--- config.mk ---
export PLATFORM = sky130hd
export DESIGN_NAME = charge_voltage_input_current_regs
export DESIGN_NICKNAME = d
export VERILOG_FILES = /design/src/rtl/charge_limit_pkg.sv /design/src/rtl/charge_voltage_input_current_regs.sv
export SDC_FILE = /design/constraint.sdc
export NUM_CORES = 1
export LEC_CHECK = 0
export ABC_AREA = 1
export BUFFER_PORTS_ARGS = -buffer_cell sky130_fd_sc_hd__buf_4
export CAP_MARGIN = 20
export CORE_UTILIZATION = 35
export DETAILED_ROUTE_END_ITERATION = 12
export MAX_ROUTING_LAYER = met4
export PLACE_DENSITY = 0.58
export REMOVE_ABC_BUFFERS = 1
export SYNTH_ARGS = -nofsm -noshare
export SYNTH_HDL_FRONTEND = slang
export SYNTH_SLANG_ARGS = --single-unit
--- constraint.sdc ---
create_clock -name ref_clk -period 2 [get_ports ref_clk]
set_input_delay 0.3 -clock ref_clk [delete_from_list [all_inputs] [get_ports ref_clk]]
set_output_delay 0.3 -clock ref_clk [all_outputs]
set_load 0.02 [all_outputs]
--- src/rtl/charge_limit_pkg.sv ---
/*
 Constants for the charge voltage and input current limit registers:
 command codes, field positions, legal code ranges, reset values, timing.
 Assumes a 50 MHz block clock.
*/
package charge_limit_pkg;

	// ==========================================================
	// Command codes and field layout
	localparam logic [7:0] SET_CHARGE_VOLTAGE_CMD = 8'h15;
	localparam logic [7:0] SET_INPUT_LIMIT_CMD = 8'h3F;
	localparam int VOLT_FIELD_LSB = 4;
	localparam int VOLT_FIELD_W = 11;
	localparam int INPUT_FIELD_LSB = 7;
	localparam int INPUT_FIELD_W = 6;
	localparam int WORD_W = 16;

	// ==========================================================
	// Legal codes: volts 1024..19200 mV in 16 mV steps, current 128..8064 mA in 128 mA steps
	localparam logic [10:0] VOLT_CODE_MIN = 11'h040;
	localparam logic [10:0] VOLT_CODE_MAX = 11'h4B0;
	localparam logic [5:0] INPUT_CODE_MIN = 6'h01;
	localparam logic [5:0] INPUT_CODE_MAX = 6'h3F;
	localparam logic [10:0] VOLT_CODE_RESET = 11'h000;
	localparam logic [5:0] INPUT_CODE_RESET = 6'h20;

	// ==========================================================
	// Timing
	localparam int CLK_PERIOD_NS = 20;
	localparam int OVERLOAD_DELAY_NS = 260000;
	localparam int OVERLOAD_CYCLES = OVERLOAD_DELAY_NS / CLK_PERIOD_NS;
	localparam int SOFT_START_NS = 1280;
	localparam int SOFT_START_CYCLES = (SOFT_START_NS + CLK_PERIOD_NS - 1) / CLK_PERIOD_NS;
	localparam int OVL_CNT_W = 16;

	typedef enum logic [1:0] {
		OVL_RUN,
		OVL_REDUCE,
		OVL_SHUTDOWN,
		OVL_SOFT_START
	} ovl_state_t;

endpackage

--- src/rtl/charge_voltage_input_current_regs.sv ---
/*
 Charge voltage and input current limit registers of a battery charge
 controller, with the fast input-overload shutdown and soft restart.
 Assumes an SMBus engine on the same clock that hands over decoded word
 writes and reads as one-cycle strobes; comparator inputs are asynchronous.
*/
`timescale 1ns/1ps
module charge_voltage_input_current_regs #(
	parameter int unsigned OVERLOAD_CYCLES = charge_limit_pkg::OVERLOAD_CYCLES
) (
	input wire logic ref_clk,
	input wire logic nrst,
	input wire logic cmdWrite,
	input wire logic cmdRead,
	input wire logic [7:0] cmdCode,
	input wire logic [charge_limit_pkg::WORD_W-1:0] cmdWrData,
	output logic [charge_limit_pkg::WORD_W-1:0] rdData,
	output logic rdValid,
	output logic cmdError,
	input wire logic overInputLimit,
	input wire logic overFastThreshold,
	input wire logic adapterCanCharge,
	output logic [charge_limit_pkg::VOLT_FIELD_W-1:0] voltageCode,
	output logic [charge_limit_pkg::INPUT_FIELD_W-1:0] inputLimitCode,
	output logic chargeEnable,
	output logic chargeReduce,
	output logic overloadShutdown
);
	import charge_limit_pkg::*;

	// ==========================================================
	// Input synchronisers
	// Comparator levels are asynchronous: two flops before any logic reads them
	logic [2:0] syncA_q;
	logic [2:0] syncB_q;
	logic limitSync;
	logic fastSync;
	logic canSync;

	always_ff @(posedge ref_clk or negedge nrst) begin
		if (!nrst) begin
			syncA_q <= 3'h0;
			syncB_q <= 3'h0;
		end else begin
			syncA_q <= {adapterCanCharge, overFastThreshold, overInputLimit};
			syncB_q <= syncA_q;
		end
	end

	assign limitSync = syncB_q[0];
	assign fastSync = syncB_q[1];
	assign canSync = syncB_q[2];

	// ==========================================================
	// Field helpers
	function automatic logic [VOLT_FIELD_W-1:0] voltField(input logic [WORD_W-1:0] w);
		voltField = w[VOLT_FIELD_LSB +: VOLT_FIELD_W];
	endfunction

	function automatic logic [INPUT_FIELD_W-1:0] inputField(input logic [WORD_W-1:0] w);
		inputField = w[INPUT_FIELD_LSB +: INPUT_FIELD_W];
	endfunction

	function automatic logic voltInRange(input logic [VOLT_FIELD_W-1:0] code);
		voltInRange = (code >= VOLT_CODE_MIN) && (code <= VOLT_CODE_MAX);
	endfunction

	function automatic logic inputInRange(input logic [INPUT_FIELD_W-1:0] code);
		inputInRange = (code >= INPUT_CODE_MIN) && (code <= INPUT_CODE_MAX);
	endfunction

	// ==========================================================
	// Register file
	logic [VOLT_FIELD_W-1:0] voltageCode_d;
	logic [INPUT_FIELD_W-1:0] inputLimitCode_d;
	logic [WORD_W-1:0] rdData_d;
	logic rdValid_d;
	logic cmdError_d;
	logic voltWrite;
	logic inputWrite;

	assign voltWrite = cmdWrite && (cmdCode == SET_CHARGE_VOLTAGE_CMD);
	assign inputWrite = cmdWrite && (cmdCode == SET_INPUT_LIMIT_CMD);

	always_comb begin
		voltageCode_d = voltageCode;
		inputLimitCode_d = inputLimitCode;
		rdData_d = rdData;
		rdValid_d = 1'b0;
		cmdError_d = 1'b0;
		if (voltWrite) begin
			if (voltInRange(voltField(cmdWrData))) begin
				voltageCode_d = voltField(cmdWrData);
			end else begin
				voltageCode_d = '0;
			end
		end
		if (inputWrite) begin
			if (inputInRange(inputField(cmdWrData))) begin
				inputLimitCode_d = inputField(cmdWrData);
			end else begin
				inputLimitCode_d = '0;
			end
		end
		if (cmdWrite && !voltWrite && !inputWrite) begin
			cmdError_d = 1'b1;
		end
		// A read in the same cycle as a write returns the old value
		if (cmdRead) begin
			rdValid_d = 1'b1;
			rdData_d = '0;
			if (cmdCode == SET_CHARGE_VOLTAGE_CMD) begin
				rdData_d[VOLT_FIELD_LSB +: VOLT_FIELD_W] = voltageCode;
			end else if (cmdCode == SET_INPUT_LIMIT_CMD) begin
				rdData_d[INPUT_FIELD_LSB +: INPUT_FIELD_W] = inputLimitCode;
			end else begin
				cmdError_d = 1'b1;
			end
		end
	end

	always_ff @(posedge ref_clk or negedge nrst) begin
		if (!nrst) begin
			voltageCode <= VOLT_CODE_RESET;
			inputLimitCode <= INPUT_CODE_RESET;
			rdData <= '0;
			rdValid <= 1'b0;
			cmdError <= 1'b0;
		end else begin
			voltageCode <= voltageCode_d;
			inputLimitCode <= inputLimitCode_d;
			rdData <= rdData_d;
			rdValid <= rdValid_d;
			cmdError <= cmdError_d;
		end
	end

	// ==========================================================
	// Fast overload shutdown and soft restart
	ovl_state_t state_q;
	ovl_state_t state_d;
	logic [OVL_CNT_W-1:0] ovlCnt_q;
	logic [OVL_CNT_W-1:0] ovlCnt_d;
	logic chargeEnable_d;
	logic chargeReduce_d;
	logic overloadShutdown_d;
	logic settingsValid;

	// Next values, so charging stops on the same edge that clears a register
	assign settingsValid = (voltageCode_d != '0) && (inputLimitCode_d != '0);

	always_comb begin
		state_d = state_q;
		ovlCnt_d = ovlCnt_q;
		unique case (state_q)
			OVL_RUN: begin
				ovlCnt_d = '0;
				if (fastSync) begin
					state_d = OVL_REDUCE;
				end
			end
			OVL_REDUCE: begin
				ovlCnt_d = ovlCnt_q + 1'b1;
				if (!fastSync) begin
					state_d = OVL_RUN;
				end else if (ovlCnt_q == OVL_CNT_W'(OVERLOAD_CYCLES - 1)) begin
					state_d = OVL_SHUTDOWN;
				end
			end
			OVL_SHUTDOWN: begin
				ovlCnt_d = '0;
				if (!fastSync && canSync) begin
					state_d = OVL_SOFT_START;
				end
			end
			OVL_SOFT_START: begin
				// A new overload during the ramp starts a full count again
				ovlCnt_d = ovlCnt_q + 1'b1;
				if (fastSync) begin
					state_d = OVL_REDUCE;
					ovlCnt_d = '0;
				end else if (ovlCnt_q == OVL_CNT_W'(SOFT_START_CYCLES - 1)) begin
					state_d = OVL_RUN;
				end
			end
		endcase
		chargeEnable_d = settingsValid && (state_d != OVL_SHUTDOWN);
		chargeReduce_d = limitSync || (state_d != OVL_RUN);
		overloadShutdown_d = (state_d == OVL_SHUTDOWN);
	end

	always_ff @(posedge ref_clk or negedge nrst) begin
		if (!nrst) begin
			state_q <= OVL_RUN;
			ovlCnt_q <= '0;
			chargeEnable <= 1'b0;
			chargeReduce <= 1'b0;
			overloadShutdown <= 1'b0;
		end else begin
			state_q <= state_d;
			ovlCnt_q <= ovlCnt_d;
			chargeEnable <= chargeEnable_d;
			chargeReduce <= chargeReduce_d;
			overloadShutdown <= overloadShutdown_d;
		end
	end

	// ==========================================================
	// Assertions
	localparam int SOFT_SPAN = SOFT_START_CYCLES + 1;
	logic firstCycle_q;

	always_ff @(posedge ref_clk or negedge nrst) begin
		if (!nrst) begin
			firstCycle_q <= 1'b1;
		end else begin
			firstCycle_q <= 1'b0;
		end
	end
endmodule

### Word level (Yosys, flattened, before mapping)

Index checks and enable logic that the tools add are counted.

* bits in registers: 57
* output and inout bits: 38

* $add $sub $neg: 1
* magnitude comparators: 4
* equality and inequality tests: 9
* multiplexer cells: 22
* reduce and logical (&&, ||, !) cells: 18

Operators by type and width (number)
* one-hot mux 16 bit (3 select lines): 1
* two-way mux 6 bit: 4
* two-way mux 11 bit: 2
* adder 16 x 1 -> 16 bit, second input constant: 1
* equality test 16 x 14 -> 1 bit, second input constant: 1
* equality test 16 x 6 -> 1 bit, second input constant: 1
* two-way mux 16 bit: 1
* two-way mux 2 bit: 7
* greater-or-equal comparator 11 x 7 -> 1 bit, second input constant: 1
* <= comparator 11 bit, second input constant: 1
* nonzero test 11 bit: 1
* logical AND 1 bit: 9
* equality test 8 x 5 -> 1 bit, second input constant: 1
* equality test 8 x 6 -> 1 bit, second input constant: 1
* one-hot mux 2 bit (4 select lines): 1
* equality test 2 bit, second input constant: 3
* greater-or-equal comparator 6 x 1 -> 1 bit, second input constant: 1
* <= comparator 6 bit, second input constant: 1
* nonzero test 6 bit: 1
* two-way mux 1 bit: 5
* logical NOT 1 bit: 3
* two-way mux 3 bit: 1
* equality test 2 x 1 -> 1 bit, second input constant: 1
* logical NOT 2 bit: 1
* 4 further kinds: 4

### Depth between registers and ports, before layout

* word-level depth: 9
* depth in mapped cells: 12
* gate-level depth less buffers: 12

### Worst setup path after synthesis

OpenSTA, ideal clock, no wires.

* path type: register to register
* start: reg ovlCnt_q[0]
* end: reg ovlCnt_q[14]
* arrival time: 1.369 ns
* required time: 1.883 ns
* setup slack: 0.514 ns
* stages on the path, launching flop included: 13
* period minus slack after synthesis: 1.486 ns
* cell sequence: dfrtp_1 ha_1 nand2_1 inv_2 nand3_2 nor3_2 nand2_1 inv_2 nand4_1 nor2_1 nand2_1 nand2_1 nor2_1

* cells in the longest elaborated chain, start to end: 3

Ends and longest elaborated chain
* start: declaration: RTL line charge_voltage_input_current_regs.sv:142 `logic [OVL_CNT_W-1:0] ovlCnt_q;`
* start signal: assignment: RTL line charge_voltage_input_current_regs.sv:201 `ovlCnt_q <= ovlCnt_d;`
* adder 16 x 1 -> 16 bit *: RTL line charge_voltage_input_current_regs.sv:163, charge_voltage_input_current_regs.sv:178
* two-way mux 16 bit: RTL line charge_voltage_input_current_regs.sv:179 `if (fastSync) begin`
* one-hot mux 16 bit (3 select lines) *: RTL line charge_voltage_input_current_regs.sv:155 `unique case (state_q)`
* via ovlCnt_d[14]: RTL line charge_voltage_input_current_regs.sv:143 `logic [OVL_CNT_W-1:0] ovlCnt_d;`

The timed path passes the listed nets; every way through them passes the cells marked *.
A chain may end at the register's enable or synchronous reset.

### Worst setup path in the final report

Ends and elaborated chain as after synthesis.

==> metrics.md <==
| Metric | Value |
|---|---|
| Status | complete, no violations |
| Top post-synthesis cells by area | dfrtp_1 (49%), nand2_1 (9.9%), inv_1 (6.5%) |
| Initial antenna violation count | 0 |
| Share of cells above drive strength 1 | 0.233 |
| Global-route wire length before repair | 11200 um |
| Tot Pwr | 3.06 mW |
| Worst stage delay on the critical path | 0.38 ns |
| Critical path arrival | 1.95 ns |
| Peak VDD IR | 0.000299 V |
| Nets | 448 |
| Drt via density | 4.62 |
| H-tree Lvls | 3 |
| Total number of vias | 2416 |
| Die Wd | 92.0 um |
| Flops & latches, synth | 57 |
| Synth Warn # | 0 |
| Post-DP HPWL | 4830 um |
| R2r endpoint | ovlCnt_q[14] |
| Core area | 7770 um^2 |
| Clock Path Buffers | 2 |
| Num CTS Buffers | 9 |
| Port bufs | 58 |
| Initial Util | 0.365 |
| Post-CTS Resized | 0 |
| WL final | 6430 um |
| Hold Path Class | in -> async |
| FMAX | 579 MHz |
| Layout Area Growth over Synthesis | 27.1% |
| CP top delay family | simple AND/OR/NAND/NOR gates |
| Layout fillers | 800 |
| Count leader, synth | nand2_1 |
| Vias in the first global route | 2440 |
| Crit-path cells | ha_1, nand2_1, inv_2, nand3_2, nor3_2, nand2_1, inv_2, nand4_1, nor2_1, nand2_1, nand2_1, nor2_1 |
| Crit path kind | reg -> reg |
| Share of flip-flops with an asynchronous set or reset | 1.00 |
| Routed Antenna Nets | 0 |
| Worst path slowest cell | dfrtp_1 |
| Setup TNS | 0 ns |
| Post-route minimum period | 1.73 ns |
| FF-to-FF path depth | 12 |
| Overall die height | 92.0 um |
| Clock sink total | 57 |
| CP Max Fanout | 3 |
| Reg2Reg Setup Slack | 0.27 ns |
| Hold Vio Cnt, Final | 0 |
| Num rows | 32 |
| Count of cell types in the netlist | 35 |
| Cell Area, Synth | 2840 um^2 |
| Global route total overflow | 0 |
| TritonCTS clock tree | done |
| Ant. Diodes | 0 |
| Leak | 1.86 nW |
| Register area share after synthesis | 0.504 |
| Critical path startpoint category | flip-flop |
| Initial DRT Pass Iterations | 4 |
| Reg clk slew, reported paths | 0.07 ns |
| DRT iter0 DRCs | 113 |
| Max_cap viols | 0 |
| Syn avg cell area | 8.08 um^2 |
| Worst Skew | 0.00682 ns |
| Clock Latency Late Sink | 0.33 ns |
| Drt wl/cell | 12.3 um |
| Crit. End Element | flip-flop |
| GRT Total Usage | 0.175 |
| Buf+Inv Stages, Crit Path | 2 |
| WHS | 0.0122 ns |
| R2R Path Start | ovlCnt_q[0] |
| Pwr/cell area | 850 nW/um^2 |
| Die area | 8460 um^2 |
| Top FF cell, synth | dfrtp_1 |
| Largest net degree at the start of global routing | 58 |
| Slew @ Worst Pin | 0.719 ns |
| CP required | 2.22 ns |
| Setup bufs post-CTS | 0 |
| Top cell by count, worst path | nand2_1 |
| Post-CTS Hold Fix Bufs | 0 |
| Register area | 1430 um^2 |
| Drt drc | 0 |
| Post-synth EDFFs | 0 |
| Max_slew headroom | 0.520 |
| Post-synth top cells | nand2_1 (75), dfrtp_1 (56), inv_1 (49), nor2_1 (44), nand3_1 (35) |
| Placement Setup Slack | 0.245 ns |
| Cell count after synthesis | 351 |
| Setup violations, final | 0 |
| Tcrit/Tclk final | 0.864 |
| Multi-input gate area | 1150 um^2 |
| RSZ-0062 raised after global routing | no |
| IO Pins | 69 |
| Final WS setup | 0.273 ns |
| Largest area contributor in the netlist | dfrtp_1 |
| Max Slew Vio Count | 0 |
| Clk root buf | clkbuf_8 |
| Routability congestion estimate | 0.846 |
| Synth top area share | 0.494 |
[kinds of logic (layout without fill, tap and decap cells)]
kind of cell,after synthesis,count (layout),synth area share
and+or+nand+nor,193,193,0.323
buffers and inverters,63,129,0.0944
DFF,57,57,0.504
AOI/OAI and AO/OA,36,36,0.0733
adders and majority gates,1,1,0.00441
other,1,5,0.00132
[area by class of cell]
cell class,count,share of cell area
tap,102,0.0354
sequential,57,0.396
clock inverter,7,0.0330
multi-input combinational,235,0.321
inverter,53,0.0552
clock buffer,9,0.0344
timing repair buffer,60,0.125
[metal layers]
| layer | wire length, um | GRT usage |
|---|---|---|
| met2 | 3130 | 0.289 |
| met5 | 0 | - |
| met4 | 91 | 0.0573 |
| met3 | 251 | 0.0473 |
| met1 | 2950 | 0.207 |
[state kept, by name, indices dropped and copies added (netlist names)]
signal,flops
chargeReduce,1
inputLimitCode,6
ovlCnt_q,16
syncA_q,3
state_q,2
overloadShutdown,1
chargeEnable,1
syncB_q,3
rdData,11
voltageCode,11
rdValid,1
cmdError,1
[placed cells by master (no fill, tap or decap)]
master,instances
dfstp_2,1
nand4_1,6
conb_1,5
nor4_1,2
nor3_1,9
nor2_4,3
nor2_8,1
a21oi_2,1
o211ai_1,1
a22oi_1,1
bufinv_16,3
nor3_2,2
nor2_2,1
buf_4,60
nand3b_1,4
ha_1,1
nor2_1,44
inv_1,49
nand3_1,35
a31oi_1,7
nand2_2,5
o21ai_0,15
a211oi_2,1
a21oi_1,7
nor3b_1,1
o21ai_1,2
o21bai_1,1
nand3_4,1
inv_2,4
nand2_1,75
clkinv_2,1
clkinv_4,1
clkinvlp_4,2
dfrtp_1,56
nand3_2,2
and2_1,2
clkbuf_8,9
[worst register-to-register path, cell delays in order, from the launching register on]
cell     delay (ns)
dfrtp_1        0.38
ha_1           0.18
nand2_1        0.08
inv_2          0.07
nand3_2        0.09
nor3_2         0.15
nand2_1        0.12
inv_2          0.07
nand4_1        0.15
nor2_1         0.17
nand2_1        0.06
nand2_1        0.05
nor2_1         0.04
[worst max-delay path by stage]
| stage | start | to | slack (ns) | cells past startpoint |
|---|---|---|---|---|
| 3_3_place_gp | cmdCode[1] | chargeEnable | 0.27 | 11 |
| 5_1_grt | ovlCnt_q[0] | chargeEnable | 0.11 | 11 |
| 3_5_place_dp | cmdCode[5] | chargeEnable | 0.24 | 11 |
| 6_report | ovlCnt_q[0] | ovlCnt_q[14] | 0.27 | 12 |
| 4_1_cts | ovlCnt_q[0] | ovlCnt_q[14] | 0.28 | 12 |
| 2_1_floorplan | ovlCnt_q[0] | ovlCnt_q[14] | 0.51 | 12 |
[metrics by stage]
step / cells / utilization / cell area [um^2]
floorplan: 345 / - / 2780
global placement: 507 / 0.433 / 3360
detailed placement: 507 / 0.433 / 3360
CTS: 523 / 0.464 / 3600
global route: 523 / 0.464 / 3600
finish: 523 / 0.464 / 3600
[power breakdown]
| group | switching (mW) | internal [mW] | total [mW] |
|---|---|---|---|
| registers | 0.0534 | 1.23 | 1.28 |
| logic | 0.295 | 0.178 | 0.472 |
| clock network | 0.484 | 0.827 | 1.31 |
(Power assumes the default switching activity.)
